<file path="config.mk">
export PLATFORM = sky130hd
export DESIGN_NAME = csg_clock_source_generator
export DESIGN_NICKNAME = d
export VERILOG_FILES = /design/src/csg_pkg.sv /design/src/csg_tick_switch.sv /design/src/csg_clock_source_generator.sv
export SDC_FILE = /design/constraint.sdc
export NUM_CORES = 1
export LEC_CHECK = 0
export ABC_CLOCK_PERIOD_IN_PS = 2600
export BUFFER_PORTS_ARGS = -buffer_cell sky130_fd_sc_hd__buf_2
export CAP_MARGIN = 20
export CORE_ASPECT_RATIO = 0.6
export CORE_MARGIN = 2
export CORE_UTILIZATION = 46
export DETAILED_ROUTE_END_ITERATION = 6
export PLACE_DENSITY = 0.8
export SYNTH_ARGS = -nofsm -noshare
export SYNTH_HDL_FRONTEND = slang
export SYNTH_HIERARCHICAL = 1
export SYNTH_SLANG_ARGS = --single-unit
</file>
<file path="constraint.sdc">
create_clock -name i_mclk -period 2.6 [get_ports i_mclk]
set_clock_uncertainty 0.1 [all_clocks]
set_input_delay 0.52 -clock i_mclk [delete_from_list [all_inputs] [get_ports i_mclk]]
set_output_delay 0.52 -clock i_mclk [all_outputs]
set_load 0.02 [all_outputs]
</file>
<file path="src/csg_pkg.sv">
// Constants, register map and types shared by the clock source generator
package csg_pkg;

    // ==========================================================
    // Timing
    localparam int unsigned CSG_CLK_HZ = 20_000_000;
    localparam int unsigned CSG_LOW_OSC_HZ = 15_000;
    // Longest period of one low-speed tick, rounded down
    localparam int unsigned CSG_LOW_DIV_CYCLES = CSG_CLK_HZ / CSG_LOW_OSC_HZ;
    // Longest wait for the CPU source switch to settle while the sub clock runs
    localparam int unsigned CSG_STATUS_WAIT_MAX = 2000;

    // ==========================================================
    // Bus and register map (byte addresses)
    localparam int CSG_ADDR_W = 8;
    localparam logic [7:0] CSG_OSC_RUN_OFS = 8'h00;
    localparam logic [7:0] CSG_SYS_SEL_OFS = 8'h04;
    localparam logic [7:0] CSG_HS_DIV_OFS = 8'h08;
    localparam logic [7:0] CSG_SUB_SUPPLY_OFS = 8'h0C;
    localparam logic [7:0] CSG_OSC_STATUS_OFS = 8'h10;
    localparam logic [1:0] CSG_RESP_OKAY = 2'h0;
    localparam logic [1:0] CSG_RESP_SLVERR = 2'h2;

    // ==========================================================
    // Field positions
    localparam int CSG_MAIN_STOP_BIT = 7;
    localparam int CSG_SUB_STOP_BIT = 6;
    localparam int CSG_HS_STOP_BIT = 0;
    localparam int CSG_CPU_STATUS_BIT = 7;
    localparam int CSG_CPU_SEL_BIT = 6;
    localparam int CSG_MAIN_STATUS_BIT = 5;
    localparam int CSG_MAIN_SRC_BIT = 4;
    localparam int CSG_LOW_SUPPLY_BIT = 4;

    // ==========================================================
    // Values after reset
    localparam logic CSG_MAIN_STOP_RST = 1'h1;
    localparam logic CSG_SUB_STOP_RST = 1'h1;
    localparam logic CSG_HS_STOP_RST = 1'h0;
    localparam logic CSG_CPU_SEL_RST = 1'h0;
    localparam logic CSG_MAIN_SRC_RST = 1'h0;
    localparam logic CSG_LOW_SUPPLY_RST = 1'h0;
    localparam logic [2:0] CSG_HS_CODE_RST = 3'h0;

    // ==========================================================
    // High-speed oscillator frequency codes
    localparam logic [2:0] CSG_HS_24MHZ = 3'h0;
    localparam logic [2:0] CSG_HS_16MHZ = 3'h1;
    localparam logic [2:0] CSG_HS_12MHZ = 3'h2;
    localparam logic [2:0] CSG_HS_8MHZ = 3'h3;
    localparam logic [2:0] CSG_HS_4MHZ = 3'h4;
    localparam logic [2:0] CSG_HS_2MHZ = 3'h5;
    localparam logic [2:0] CSG_HS_1MHZ = 3'h6;

    // Low-speed consumers
    localparam int CSG_LP_WDT = 0;
    localparam int CSG_LP_RTC = 1;
    localparam int CSG_LP_ITMR = 2;
    localparam int CSG_LP_LCD = 3;
    localparam int CSG_LP_COUNT = 4;

    typedef enum logic [1:0] {
        CSG_SW_STEADY = 2'h0,
        CSG_SW_WAIT_OLD = 2'h1,
        CSG_SW_WAIT_NEW = 2'h3
    } csg_sw_state_type;

    // Scaled model: tick spacing in clock cycles, 48 over the frequency in MHz
    function automatic logic [5:0] csg_hs_period(input logic [2:0] code);
        case (code)
            CSG_HS_24MHZ: csg_hs_period = 6'h02;
            CSG_HS_16MHZ: csg_hs_period = 6'h03;
            CSG_HS_12MHZ: csg_hs_period = 6'h04;
            CSG_HS_8MHZ: csg_hs_period = 6'h06;
            CSG_HS_4MHZ: csg_hs_period = 6'h0C;
            CSG_HS_2MHZ: csg_hs_period = 6'h18;
            default: csg_hs_period = 6'h30;
        endcase
    endfunction

endpackage

</file>
<file path="src/csg_tick_switch.sv">
// Glitch-free switch between two clock-enable tick streams
`timescale 1ns/1ps
module csg_tick_switch (
    // Clock and reset
    input wire logic i_mclk,
    input wire logic i_sys_rst,
    // Selection, 0 picks source a
    input wire logic i_sel,
    // Sources
    input wire logic i_tick_a,
    input wire logic i_tick_b,
    input wire logic i_run_a,
    input wire logic i_run_b,
    // Result
    output logic o_tick,
    output logic o_status
);
    import csg_pkg::*;

    csg_sw_state_type state_q, state_d;
    logic cur_q, cur_d;
    logic tick_q, tick_d;
    logic old_tick, new_tick, old_run;

    assign old_tick = cur_q ? i_tick_b : i_tick_a;
    assign new_tick = cur_q ? i_tick_a : i_tick_b;
    assign old_run = cur_q ? i_run_b : i_run_a;

    // ==========================================================
    // Switch sequencing
    // A running old source completes its period before the new source takes over,
    // so no shortened period reaches the consumer. A stopped target holds
    // the output silent until it runs.
    always_comb begin
        state_d = state_q;
        cur_d = cur_q;
        tick_d = 1'b0;
        case (state_q)
            CSG_SW_STEADY: begin
                tick_d = old_tick;
                if (i_sel != cur_q) begin
                    state_d = CSG_SW_WAIT_OLD;
                end
            end
            CSG_SW_WAIT_OLD: begin
                tick_d = old_tick;
                if (i_sel == cur_q) begin
                    state_d = CSG_SW_STEADY;
                end else if (old_tick || !old_run) begin
                    state_d = CSG_SW_WAIT_NEW;
                end
            end
            CSG_SW_WAIT_NEW: begin
                if (new_tick) begin
                    tick_d = 1'b1;
                    cur_d = ~cur_q;
                    state_d = CSG_SW_STEADY;
                end
            end
            default: begin
                state_d = CSG_SW_STEADY;
            end
        endcase
    end

    always_ff @(posedge i_mclk) begin
        if (i_sys_rst) begin
            state_q <= CSG_SW_STEADY;
            cur_q <= 1'b0;
            tick_q <= 1'b0;
        end else begin
            state_q <= state_d;
            cur_q <= cur_d;
            tick_q <= tick_d;
        end
    end

    assign o_tick = tick_q;
    assign o_status = cur_q;

    sw_tick_source_a: assert property (@(posedge i_mclk) disable iff (i_sys_rst)
        o_tick |-> $past(i_tick_a || i_tick_b))
        else $error("switch output tick without a source tick");
    sw_gap_hold_a: assert property (@(posedge i_mclk) disable iff (i_sys_rst)
        (state_q == CSG_SW_WAIT_NEW && !new_tick) |=> !o_tick)
        else $error("tick passed while waiting for the new source");

endmodule

</file>
<file path="src/csg_clock_source_generator.sv">
// Clock source generator: oscillator control, source selection, AXI4-Lite registers
`timescale 1ns/1ps
module csg_clock_source_generator (
    // Clock and reset
    input wire logic i_mclk,
    input wire logic i_sys_rst,
    // Option byte, captured during reset
    input wire logic [2:0] i_opt_hs_freq,
    input wire logic i_opt_watchdog_enable_option,
    input wire logic i_opt_watchdog_standby_run_option,
    // CPU standby state
    input wire logic i_stop_exec,
    input wire logic i_halt_exec,
    // Clock pins, sampled on i_mclk
    input wire logic i_ext_main_clock_pin,
    input wire logic i_ext_sub_clock_pin,
    // AXI4-Lite write
    input wire logic [csg_pkg::CSG_ADDR_W-1:0] i_awaddr,
    input wire logic i_awvalid,
    output logic o_awready,
    input wire logic [31:0] i_wdata,
    input wire logic [3:0] i_wstrb,
    input wire logic i_wvalid,
    output logic o_wready,
    output logic [1:0] o_bresp,
    output logic o_bvalid,
    input wire logic i_bready,
    // AXI4-Lite read
    input wire logic [csg_pkg::CSG_ADDR_W-1:0] i_araddr,
    input wire logic i_arvalid,
    output logic o_arready,
    output logic [31:0] o_rdata,
    output logic [1:0] o_rresp,
    output logic o_rvalid,
    input wire logic i_rready,
    // Clock enables
    output logic o_cpu_clk_en,
    output logic [csg_pkg::CSG_LP_COUNT-1:0] o_low_clk_en
);
    import csg_pkg::*;

    localparam int LOW_CNT_W = $clog2(CSG_LOW_DIV_CYCLES);
    localparam logic [LOW_CNT_W-1:0] LOW_LAST = LOW_CNT_W'(CSG_LOW_DIV_CYCLES - 1);

    // Register decode shared by the read and write paths
    function automatic logic csg_reg_hit(input logic [CSG_ADDR_W-1:0] addr);
        csg_reg_hit = (addr == CSG_OSC_RUN_OFS) || (addr == CSG_SYS_SEL_OFS) ||
            (addr == CSG_HS_DIV_OFS) || (addr == CSG_SUB_SUPPLY_OFS) ||
            (addr == CSG_OSC_STATUS_OFS);
    endfunction

    // ==========================================================
    // Register and bus state
    logic main_stop_q, main_stop_d, sub_stop_q, sub_stop_d, hs_stop_q, hs_stop_d;
    logic cpu_sel_q, cpu_sel_d, main_src_q, main_src_d, low_sup_q, low_sup_d;
    logic [2:0] div_code_q, div_code_d;
    logic div_ovr_q, div_ovr_d;
    logic [2:0] opt_code_q, opt_code_d;
    logic opt_wdt_q, opt_wdt_d, opt_sby_q, opt_sby_d;
    logic aw_have_q, aw_have_d, w_have_q, w_have_d;
    logic [CSG_ADDR_W-1:0] awaddr_q, awaddr_d;
    logic [7:0] wbyte_q, wbyte_d;
    logic wlane_q, wlane_d;
    logic awready_q, awready_d, wready_q, wready_d;
    logic bvalid_q, bvalid_d, arready_q, arready_d, rvalid_q, rvalid_d;
    logic [1:0] bresp_q, bresp_d, rresp_q, rresp_d;
    logic [31:0] rdata_q, rdata_d;
    logic [7:0] rbyte;
    logic main_status, cpu_status;

    // ==========================================================
    // Oscillator state
    logic hs_run, main_run, sub_run, low_run;
    logic hs_tick, main_tick, sub_tick, low_tick, main_sel_tick;
    logic [2:0] eff_code;
    logic [5:0] hs_period;
    logic [5:0] hs_cnt_q, hs_cnt_d;
    logic [LOW_CNT_W-1:0] low_cnt_q, low_cnt_d;
    // Check helpers: cycles without a low tick, cycles of a pending CPU switch
    logic [LOW_CNT_W-1:0] low_gap_q, low_gap_d;
    logic [11:0] sw_wait_q, sw_wait_d;
    logic main_pin_q, sub_pin_q;
    logic [CSG_LP_COUNT-1:0] low_en_q;

    assign main_run = !(i_stop_exec || main_stop_q);
    assign hs_run = !(i_stop_exec || hs_stop_q);
    assign sub_run = !sub_stop_q;
    // Watchdog-only supply sleeps in standby unless standby run is chosen
    assign low_run = (opt_wdt_q || low_sup_q) &&
        !(opt_wdt_q && !low_sup_q && !opt_sby_q && (i_halt_exec || i_stop_exec));
    assign eff_code = div_ovr_q ? div_code_q : opt_code_q;
    assign hs_period = csg_hs_period(eff_code);
    assign hs_tick = hs_run && (hs_cnt_q == hs_period - 6'h01);
    assign low_tick = low_run && (low_cnt_q == LOW_LAST);
    // Same pin serves crystal and external clock; edge taken as a tick
    assign main_tick = main_run && i_ext_main_clock_pin && !main_pin_q;
    assign sub_tick = sub_run && i_ext_sub_clock_pin && !sub_pin_q;

    // ==========================================================
    // Oscillator counters
    always_comb begin
        hs_cnt_d = hs_cnt_q + 6'h01;
        if (!hs_run || hs_cnt_q >= hs_period - 6'h01) begin
            hs_cnt_d = 6'h00;
        end
        low_cnt_d = low_cnt_q + LOW_CNT_W'(1);
        if (!low_run || low_cnt_q == LOW_LAST) begin
            low_cnt_d = '0;
        end
        low_gap_d = '0;
        if (low_sup_q && !low_tick) begin
            low_gap_d = low_gap_q + LOW_CNT_W'(1);
        end
        sw_wait_d = 12'h000;
        if (cpu_status != cpu_sel_q && sub_run && sw_wait_q != 12'hFFF) begin
            sw_wait_d = sw_wait_q + 12'h001;
        end
    end

    always_ff @(posedge i_mclk) begin
        if (i_sys_rst) begin
            hs_cnt_q <= 6'h00;
            low_cnt_q <= '0;
            low_gap_q <= '0;
            sw_wait_q <= 12'h000;
            main_pin_q <= 1'b0;
            sub_pin_q <= 1'b0;
        end else begin
            hs_cnt_q <= hs_cnt_d;
            low_cnt_q <= low_cnt_d;
            low_gap_q <= low_gap_d;
            sw_wait_q <= sw_wait_d;
            main_pin_q <= i_ext_main_clock_pin;
            sub_pin_q <= i_ext_sub_clock_pin;
        end
    end

    // Low-speed clock has no path into the CPU switches
    for (genvar g = 0; g < CSG_LP_COUNT; g++) begin : g_low_en
        always_ff @(posedge i_mclk) begin
            if (i_sys_rst) begin
                low_en_q[g] <= 1'b0;
            end else begin
                low_en_q[g] <= low_tick;
            end
        end
    end
    assign o_low_clk_en = low_en_q;

    // ==========================================================
    // Source switches: high-speed internal vs system, then main vs sub
    csg_tick_switch u_main_switch (
        .i_mclk(i_mclk),
        .i_sys_rst(i_sys_rst),
        .i_sel(main_src_q),
        .i_tick_a(hs_tick),
        .i_tick_b(main_tick),
        .i_run_a(hs_run),
        .i_run_b(main_run),
        .o_tick(main_sel_tick),
        .o_status(main_status)
    );

    csg_tick_switch u_cpu_switch (
        .i_mclk(i_mclk),
        .i_sys_rst(i_sys_rst),
        .i_sel(cpu_sel_q),
        .i_tick_a(main_sel_tick),
        .i_tick_b(sub_tick),
        // A stopped main source must not stall a switch away from it
        .i_run_a(main_src_q ? main_run : hs_run),
        .i_run_b(sub_run),
        .o_tick(o_cpu_clk_en),
        .o_status(cpu_status)
    );

    // ==========================================================
    // Register read data
    always_comb begin
        case (i_araddr)
            CSG_OSC_RUN_OFS: rbyte = {main_stop_q, sub_stop_q, 5'h00, hs_stop_q};
            CSG_SYS_SEL_OFS: rbyte = {cpu_status, cpu_sel_q, main_status, main_src_q, 4'h0};
            CSG_HS_DIV_OFS: rbyte = {5'h00, eff_code};
            CSG_SUB_SUPPLY_OFS: rbyte = {3'h0, low_sup_q, 4'h0};
            CSG_OSC_STATUS_OFS: rbyte = {4'h0, low_run, sub_run, main_run, hs_run};
            default: rbyte = 8'h00;
        endcase
    end

    // ==========================================================
    // Bus slave and register writes
    always_comb begin
        {main_stop_d, sub_stop_d, hs_stop_d} = {main_stop_q, sub_stop_q, hs_stop_q};
        {cpu_sel_d, main_src_d, low_sup_d} = {cpu_sel_q, main_src_q, low_sup_q};
        {div_code_d, div_ovr_d} = {div_code_q, div_ovr_q};
        {opt_code_d, opt_wdt_d, opt_sby_d} = {opt_code_q, opt_wdt_q, opt_sby_q};
        {aw_have_d, awaddr_d, w_have_d, wbyte_d, wlane_d} =
            {aw_have_q, awaddr_q, w_have_q, wbyte_q, wlane_q};
        {bvalid_d, bresp_d, rvalid_d, rresp_d, rdata_d} =
            {bvalid_q, bresp_q, rvalid_q, rresp_q, rdata_q};
        arready_d = arready_q;
        if (i_awvalid && awready_q) begin
            aw_have_d = 1'b1;
            awaddr_d = i_awaddr;
        end
        if (i_wvalid && wready_q) begin
            w_have_d = 1'b1;
            wbyte_d = i_wdata[7:0];
            wlane_d = i_wstrb[0];
        end
        if (bvalid_q && i_bready) begin
            bvalid_d = 1'b0;
        end
        if (aw_have_q && w_have_q && !bvalid_q) begin
            aw_have_d = 1'b0;
            w_have_d = 1'b0;
            bvalid_d = 1'b1;
            bresp_d = csg_reg_hit(awaddr_q) ? CSG_RESP_OKAY : CSG_RESP_SLVERR;
            if (wlane_q) begin
                case (awaddr_q)
                    CSG_OSC_RUN_OFS: begin
                        main_stop_d = wbyte_q[CSG_MAIN_STOP_BIT];
                        sub_stop_d = wbyte_q[CSG_SUB_STOP_BIT];
                        hs_stop_d = wbyte_q[CSG_HS_STOP_BIT];
                    end
                    CSG_SYS_SEL_OFS: begin
                        cpu_sel_d = wbyte_q[CSG_CPU_SEL_BIT];
                        // Main source is frozen while the CPU select bit picks sub
                        if (!cpu_sel_q) begin
                            main_src_d = wbyte_q[CSG_MAIN_SRC_BIT];
                        end
                    end
                    CSG_HS_DIV_OFS: begin
                        div_code_d = wbyte_q[2:0];
                        div_ovr_d = 1'b1;
                    end
                    CSG_SUB_SUPPLY_OFS: begin
                        low_sup_d = wbyte_q[CSG_LOW_SUPPLY_BIT];
                    end
                    default: begin
                    end
                endcase
            end
        end
        if (rvalid_q && i_rready) begin
            rvalid_d = 1'b0;
            arready_d = 1'b1;
        end else if (i_arvalid && arready_q) begin
            arready_d = 1'b0;
            rvalid_d = 1'b1;
            rdata_d = {24'h000000, rbyte};
            rresp_d = csg_reg_hit(i_araddr) ? CSG_RESP_OKAY : CSG_RESP_SLVERR;
        end else if (!rvalid_q) begin
            // Opens the read channel after reset
            arready_d = 1'b1;
        end
        awready_d = !aw_have_d && !bvalid_d;
        wready_d = !w_have_d && !bvalid_d;
    end

    always_ff @(posedge i_mclk) begin
        if (i_sys_rst) begin
            main_stop_q <= CSG_MAIN_STOP_RST;
            sub_stop_q <= CSG_SUB_STOP_RST;
            hs_stop_q <= CSG_HS_STOP_RST;
            cpu_sel_q <= CSG_CPU_SEL_RST;
            main_src_q <= CSG_MAIN_SRC_RST;
            low_sup_q <= CSG_LOW_SUPPLY_RST;
            div_code_q <= CSG_HS_CODE_RST;
            div_ovr_q <= 1'b0;
            // Option byte is held steady around reset and caught here
            opt_code_q <= i_opt_hs_freq;
            opt_wdt_q <= i_opt_watchdog_enable_option;
            opt_sby_q <= i_opt_watchdog_standby_run_option;
            {aw_have_q, w_have_q, bvalid_q, rvalid_q} <= 4'h0;
            {awready_q, wready_q, arready_q} <= 3'h0;
            awaddr_q <= '0;
            wbyte_q <= 8'h00;
            wlane_q <= 1'b0;
            bresp_q <= CSG_RESP_OKAY;
            rresp_q <= CSG_RESP_OKAY;
            rdata_q <= 32'h00000000;
        end else begin
            {main_stop_q, sub_stop_q, hs_stop_q} <= {main_stop_d, sub_stop_d, hs_stop_d};
            {cpu_sel_q, main_src_q, low_sup_q} <= {cpu_sel_d, main_src_d, low_sup_d};
            {div_code_q, div_ovr_q} <= {div_code_d, div_ovr_d};
            {opt_code_q, opt_wdt_q, opt_sby_q} <= {opt_code_d, opt_wdt_d, opt_sby_d};
            {aw_have_q, w_have_q, bvalid_q, rvalid_q} <= {aw_have_d, w_have_d, bvalid_d, rvalid_d};
            {awready_q, wready_q, arready_q} <= {awready_d, wready_d, 1'b1 & arready_d};
            awaddr_q <= awaddr_d;
            wbyte_q <= wbyte_d;
            wlane_q <= wlane_d;
            bresp_q <= bresp_d;
            rresp_q <= rresp_d;
            rdata_q <= rdata_d;
        end
    end

    assign {o_awready, o_wready, o_arready} = {awready_q, wready_q, arready_q};
    assign {o_bvalid, o_bresp, o_rvalid, o_rresp} = {bvalid_q, bresp_q, rvalid_q, rresp_q};
    assign o_rdata = rdata_q;

    // ==========================================================
    // Checks
    main_osc_halt_a: assert property (@(posedge i_mclk) disable iff (i_sys_rst)
        (i_stop_exec || main_stop_q) |-> !main_tick)
        else $error("main clock tick while main source is stopped");
    hs_freq_gap_a: assert property (@(posedge i_mclk) disable iff (i_sys_rst)
        (hs_tick && $stable(eff_code) && hs_period > 6'h01) |=> !hs_tick)
        else $error("high-speed ticks closer than the selected period");
    reset_hs_source_a: assert property (@(posedge i_mclk) disable iff (i_sys_rst)
        $past(i_sys_rst) |-> (!cpu_sel_q && !main_src_q && !hs_stop_q && !cpu_status))
        else $error("CPU not on high-speed internal source after reset");
    hs_osc_halt_a: assert property (@(posedge i_mclk) disable iff (i_sys_rst)
        (i_stop_exec || hs_stop_q) |-> !hs_tick)
        else $error("high-speed tick while stopped");
    div_override_a: assert property (@(posedge i_mclk) disable iff (i_sys_rst)
        (aw_have_q && w_have_q && !bvalid_q && wlane_q && awaddr_q == CSG_HS_DIV_OFS)
        |=> (eff_code == $past(wbyte_q[2:0])))
        else $error("divider write did not override the frequency");
    sub_osc_halt_a: assert property (@(posedge i_mclk) disable iff (i_sys_rst)
        sub_stop_q |-> !sub_tick)
        else $error("sub clock tick while sub stop is set");
    cpu_no_low_a: assert property (@(posedge i_mclk) disable iff (i_sys_rst)
        o_cpu_clk_en |-> ($past(hs_tick || main_tick, 2) || $past(sub_tick)))
        else $error("CPU tick without a CPU-capable source");
    low_consumers_a: assert property (@(posedge i_mclk) disable iff (i_sys_rst)
        low_tick |=> (o_low_clk_en == {CSG_LP_COUNT{1'b1}}))
        else $error("low-speed tick not delivered to its consumers");
    low_run_a: assert property (@(posedge i_mclk) disable iff (i_sys_rst)
        low_gap_q <= LOW_LAST)
        else $error("low-speed oscillator idle while supply select is set");
    low_standby_a: assert property (@(posedge i_mclk) disable iff (i_sys_rst)
        (opt_wdt_q && !low_sup_q && !opt_sby_q && (i_halt_exec || i_stop_exec))
        |-> (!low_tick && low_cnt_d == '0))
        else $error("watchdog-only low-speed clock ran in standby");
    cpu_status_a: assert property (@(posedge i_mclk) disable iff (i_sys_rst)
        sw_wait_q < 12'(CSG_STATUS_WAIT_MAX))
        else $error("clock status did not follow the CPU source");

endmodule

</file>
==> impl_results.md <==
* CP top delay family: compound AO/OA/AOI/OAI gates
* Port bufs at 58
* Final Critical Period at 2470 ps
* H-tree depth at 3
* Dominant cell type by area after synthesis: dfxtp_1
* Worst reg2reg path startpoint: div_ovr_q$_SDFFE_PP0P_
* Sequential area share after synthesis at 43.0%
* Fraction of synthesized cell area taken by the top area cell type at 38.9%
* Crit path cell chain: buf_4 > mux2_2 > o21ai_1 > ha_2 > xor2_1 > ha_1 > nand3_2 > nor2_4 > inv_1 > a211o_1 > a21oi_1
* Setup Buffers After CTS at 0
* Crit-path slowest cell: mux2_2
* Area of the multi-input gates at 1860 um^2
* P_int at 0.00211 W
* Final net count at 539
* Die span in y at 72.6 um
* Clock latency at the later pin of the worst-skew pair at 340 ps
* Slack of the critical path at 129 ps
* Area grow syn2layout at 19.0%
* Ys Warns at 6
* GR Overflow Total at 0
* Antenna diodes at 0
* Setup WS pre-CTS at -88.8 ps
* IO Pins at between 100 and 150
* Slew Viols, Final at 0
* WP buf/inv at 2
* Hold Crit Depth at 1
* Initial Util at 48.6%
* Placed Instances at 554
* Pwr Density at roughly 640 nW/um^2
* Placer Congestion at roughly 0.88
* Worst Hold Class: in -> reg
* Final worst path period share at 95.0%
* Required time worst endpoint at approximately 2800 ps
* Initial antenna violation count at 0
* Syn Area/Cell at 9.06 um^2
* Fill count at 662
* Async SR Flop Fraction at 0%
* Starting DRC count in detailed routing at 156
* Routed Antenna Nets at 0
* Core area at 7420 um^2
* Drt pass-1 iters at 4
* Global-route wire length before repair at 13100 um
* Sink Count at 75
* Hpwl dp at 6010 um
* Switching pwr at 0.000655 W
* Peak supply drop at 0.000486 V
* CTS tree: built
* Die width at 118 um
* CP max stage delay at 350 ps
* Max Cap Viol at 0
* Number of synthesized flops with an enable pin at 5
* R2R Setup Slk at 130 ps
* Layout Cells excl Fill at 570
* Combinational Power Share at 9.5%
* Seq pwr share at 44.4%
* CP Capture Type: flop
* Vias per Instance at 5.20
* Clk pwr share at ~46%
* CP max FO at 5
* Hold_sp: i_opt_hs_freq[0]
* Core Rows at 24
* Pleak at 1.72 nW
* FF-to-FF End: u_main_switch/state_q[1]$_SDFFE_PP0P_
* Slew @ Worst Pin at 528 ps
* Ys flop type: dfxtp_1
* Sw frac at 23.7%
* Number of synthesized register bits at 75
* Total GRT Usage at 19.6%
* Endpoints failing setup at 0
* Synth Instances at 398
* Clock buffer depth at 2
* Post-Route WL at about 8100 um
* Root buf cell: clkbuf_16
* Routed via count at between 2000 and 3000
* Drc violations at 0
* Area contributors post-synth: dfxtp_1, buf_4, nand2_1
* Worst Hold Path EP: opt_code_d[0]$_DFFE_PP_
* Register area at around 1600 um^2
* Vias in the first global route at 2714
* Fraction of layout instances using a drive strength above 1 at 23.8%
* Max Fclk at 0.405 GHz
* Tot Pwr at 0.00276 W
* Worst EP arrival at 2640 ps
* Startpoint Class: flop
* CTS buffer count at 9
* Largest net degree at the start of global routing at 29
* DR WL/cell at 14.1 um
* Slew margin rel. at approximately two thirds
* Reg2reg path depth at 11
* Distinct cells, synth at between 50 and 60
* Crit Path Category: reg -> reg
* Synthesized area at 3610 um^2
* Final hold vios at 0
* Status: complete, no violations
* Die area at 8590 um^2
* Worst-path clk slew at about 60 ps
-- layout by cell type, fill, tap and decap left out, drive strengths merged, types with 4 or more instances in the layout --
cell type and instances:
a311oi 4, dfxtp 70, mux2 5, nand2b 4, nor3 4, o21ai 7
and3 5, o22ai 4, ha 10, a21oi 26, mux2i 16, a22o 4
nand3 16, nor4 4, nand4 4, clkbuf 12, buf 68, xor2 9
nand2 44, edfxtp 5, xnor2 5, inv 20, nor2b 7, conb 26
nor2 42
-- cells in the mapped netlist (3+ instances only) --
cell and instances:
dfxtp_1 70, nand2_1 44, nor2_1 42, buf_4 29, a21oi_1 26, inv_1 20
mux2i_1 16, nand3_1 16, ha_1 10, xor2_1 9, nor2b_1 7, o21ai_0 7
clkbuf_1 6, and3_1 5, edfxtp_1 5, mux2_2 5, xnor2_1 5, a22o_1 4
nand2b_1 4, nand4_1 4, nor3_1 4, o22ai_1 4, a211oi_1 3, buf_1 3
buf_2 3, nor3b_1 3, o221ai_1 3, o2bb2ai_1 3
-- how the worst max path moves through the flow --
stage	start	to	slack, ps	cells after the start
floorplan	div_ovr_q$_SDFFE_PP0P_	u_main_switch/state_q[1]$_SDFFE_PP0P_	30	12
global placement	div_ovr_q$_SDFFE_PP0P_	u_main_switch/state_q[1]$_SDFFE_PP0P_	40	11
detailed placement	div_ovr_q$_SDFFE_PP0P_	u_main_switch/state_q[1]$_SDFFE_PP0P_	-90	11
CTS	div_ovr_q$_SDFFE_PP0P_	u_main_switch/state_q[1]$_SDFFE_PP0P_	20	11
global route	div_ovr_q$_SDFFE_PP0P_	u_main_switch/state_q[1]$_SDFFE_PP0P_	-30	11
finish	div_ovr_q$_SDFFE_PP0P_	u_main_switch/state_q[1]$_SDFFE_PP0P_	130	11
-- power by group through the flow --
stage / registers [W] / clock network (W) / logic [W]
3_5_place_dp: 0.00125 / 0 / 0.000244
5_1_grt: 0.00123 / 0.00136 / 0.000290
2_1_floorplan: 0.00125 / 0 / 0.000185
6_report: 0.00123 / 0.00128 / 0.000261
3_3_place_gp: 0.00125 / 0 / 0.000237
4_1_cts: 0.00122 / 0.00131 / 0.000248
-- repair_timing --
| action | 4_1_cts | 5_1_grt |
|---|---|---|
| endpoints found under the setup margin | 3 | 10 |
| hold buffers | 0 | 0 |
| resized for setup | 2 | 13 |
| hold endpoints to repair | 0 | 0 |
| pin swaps | 0 | 4 |
-- per-layer routing --
metal | share of wire (%) | vias to the layer above | track usage (%)
met3 | 8.4 | 8 | 7.27
met1 | 47 | 1375 | 26.3
met4 | 1.3 | 0 | 7.23
met2 | 44 | 110 | 28.9
met5 | 0 | - | 0
li1 | - | 1469 | -
-- flip-flops by register name, summed over array words and instances, names as in the netlist, 2 cells and up --
signal	flops
div_code_q	3
awaddr_q	8
opt_code_d	3
wbyte_q	6
o_rdata	8
u_cpu_switch/state_q	2
hs_cnt_q	6
low_cnt_q	11
u_main_switch/state_q	2
-- worst reg2reg max path, cell delays in order, from the launching register on --
cell	delay (ps)
dfxtp_2	340
buf_4	140
mux2_2	350
o21ai_1	160
ha_2	200
xor2_1	70
ha_1	320
nand3_2	120
nor2_4	170
inv_1	60
a211o_1	250
a21oi_1	120
-- cell families (layout without fill, tap and decap cells) --
logic type	Yosys count	in the layout	share of synthesized area (%)
buf+inv	61	104	9.47
mux	21	21	6.00
compound gates	66	66	12.7
other cells	1	26	0.104
fa+ha+maj	10	10	3.47
flops	75	75	43.0
xor+xnor	14	14	3.40
simple gates	150	150	21.8
-- cell type report --
cell class	instances	share of cell area [%]
flip-flops and latches	75	36.2
well taps	104	3.03
multi-input cells	287	43.2
clock inverters	4	1.11
clock buffers	12	6.21
inverters	20	1.75
repair buffers	68	8.51
-- metrics by stage --
step	setup TNS [ps]	area, um^2	utilization (%)	hold slack, ps
global route	-71.2	4290	57.9	250
global placement	0	3930	53.0	340
finish	0	4290	57.9	259
CTS	0	4250	57.3	242
detailed placement	-202	3930	53.0	345
floorplan	0	3700	-	326
(Power assumes the default switching activity.)
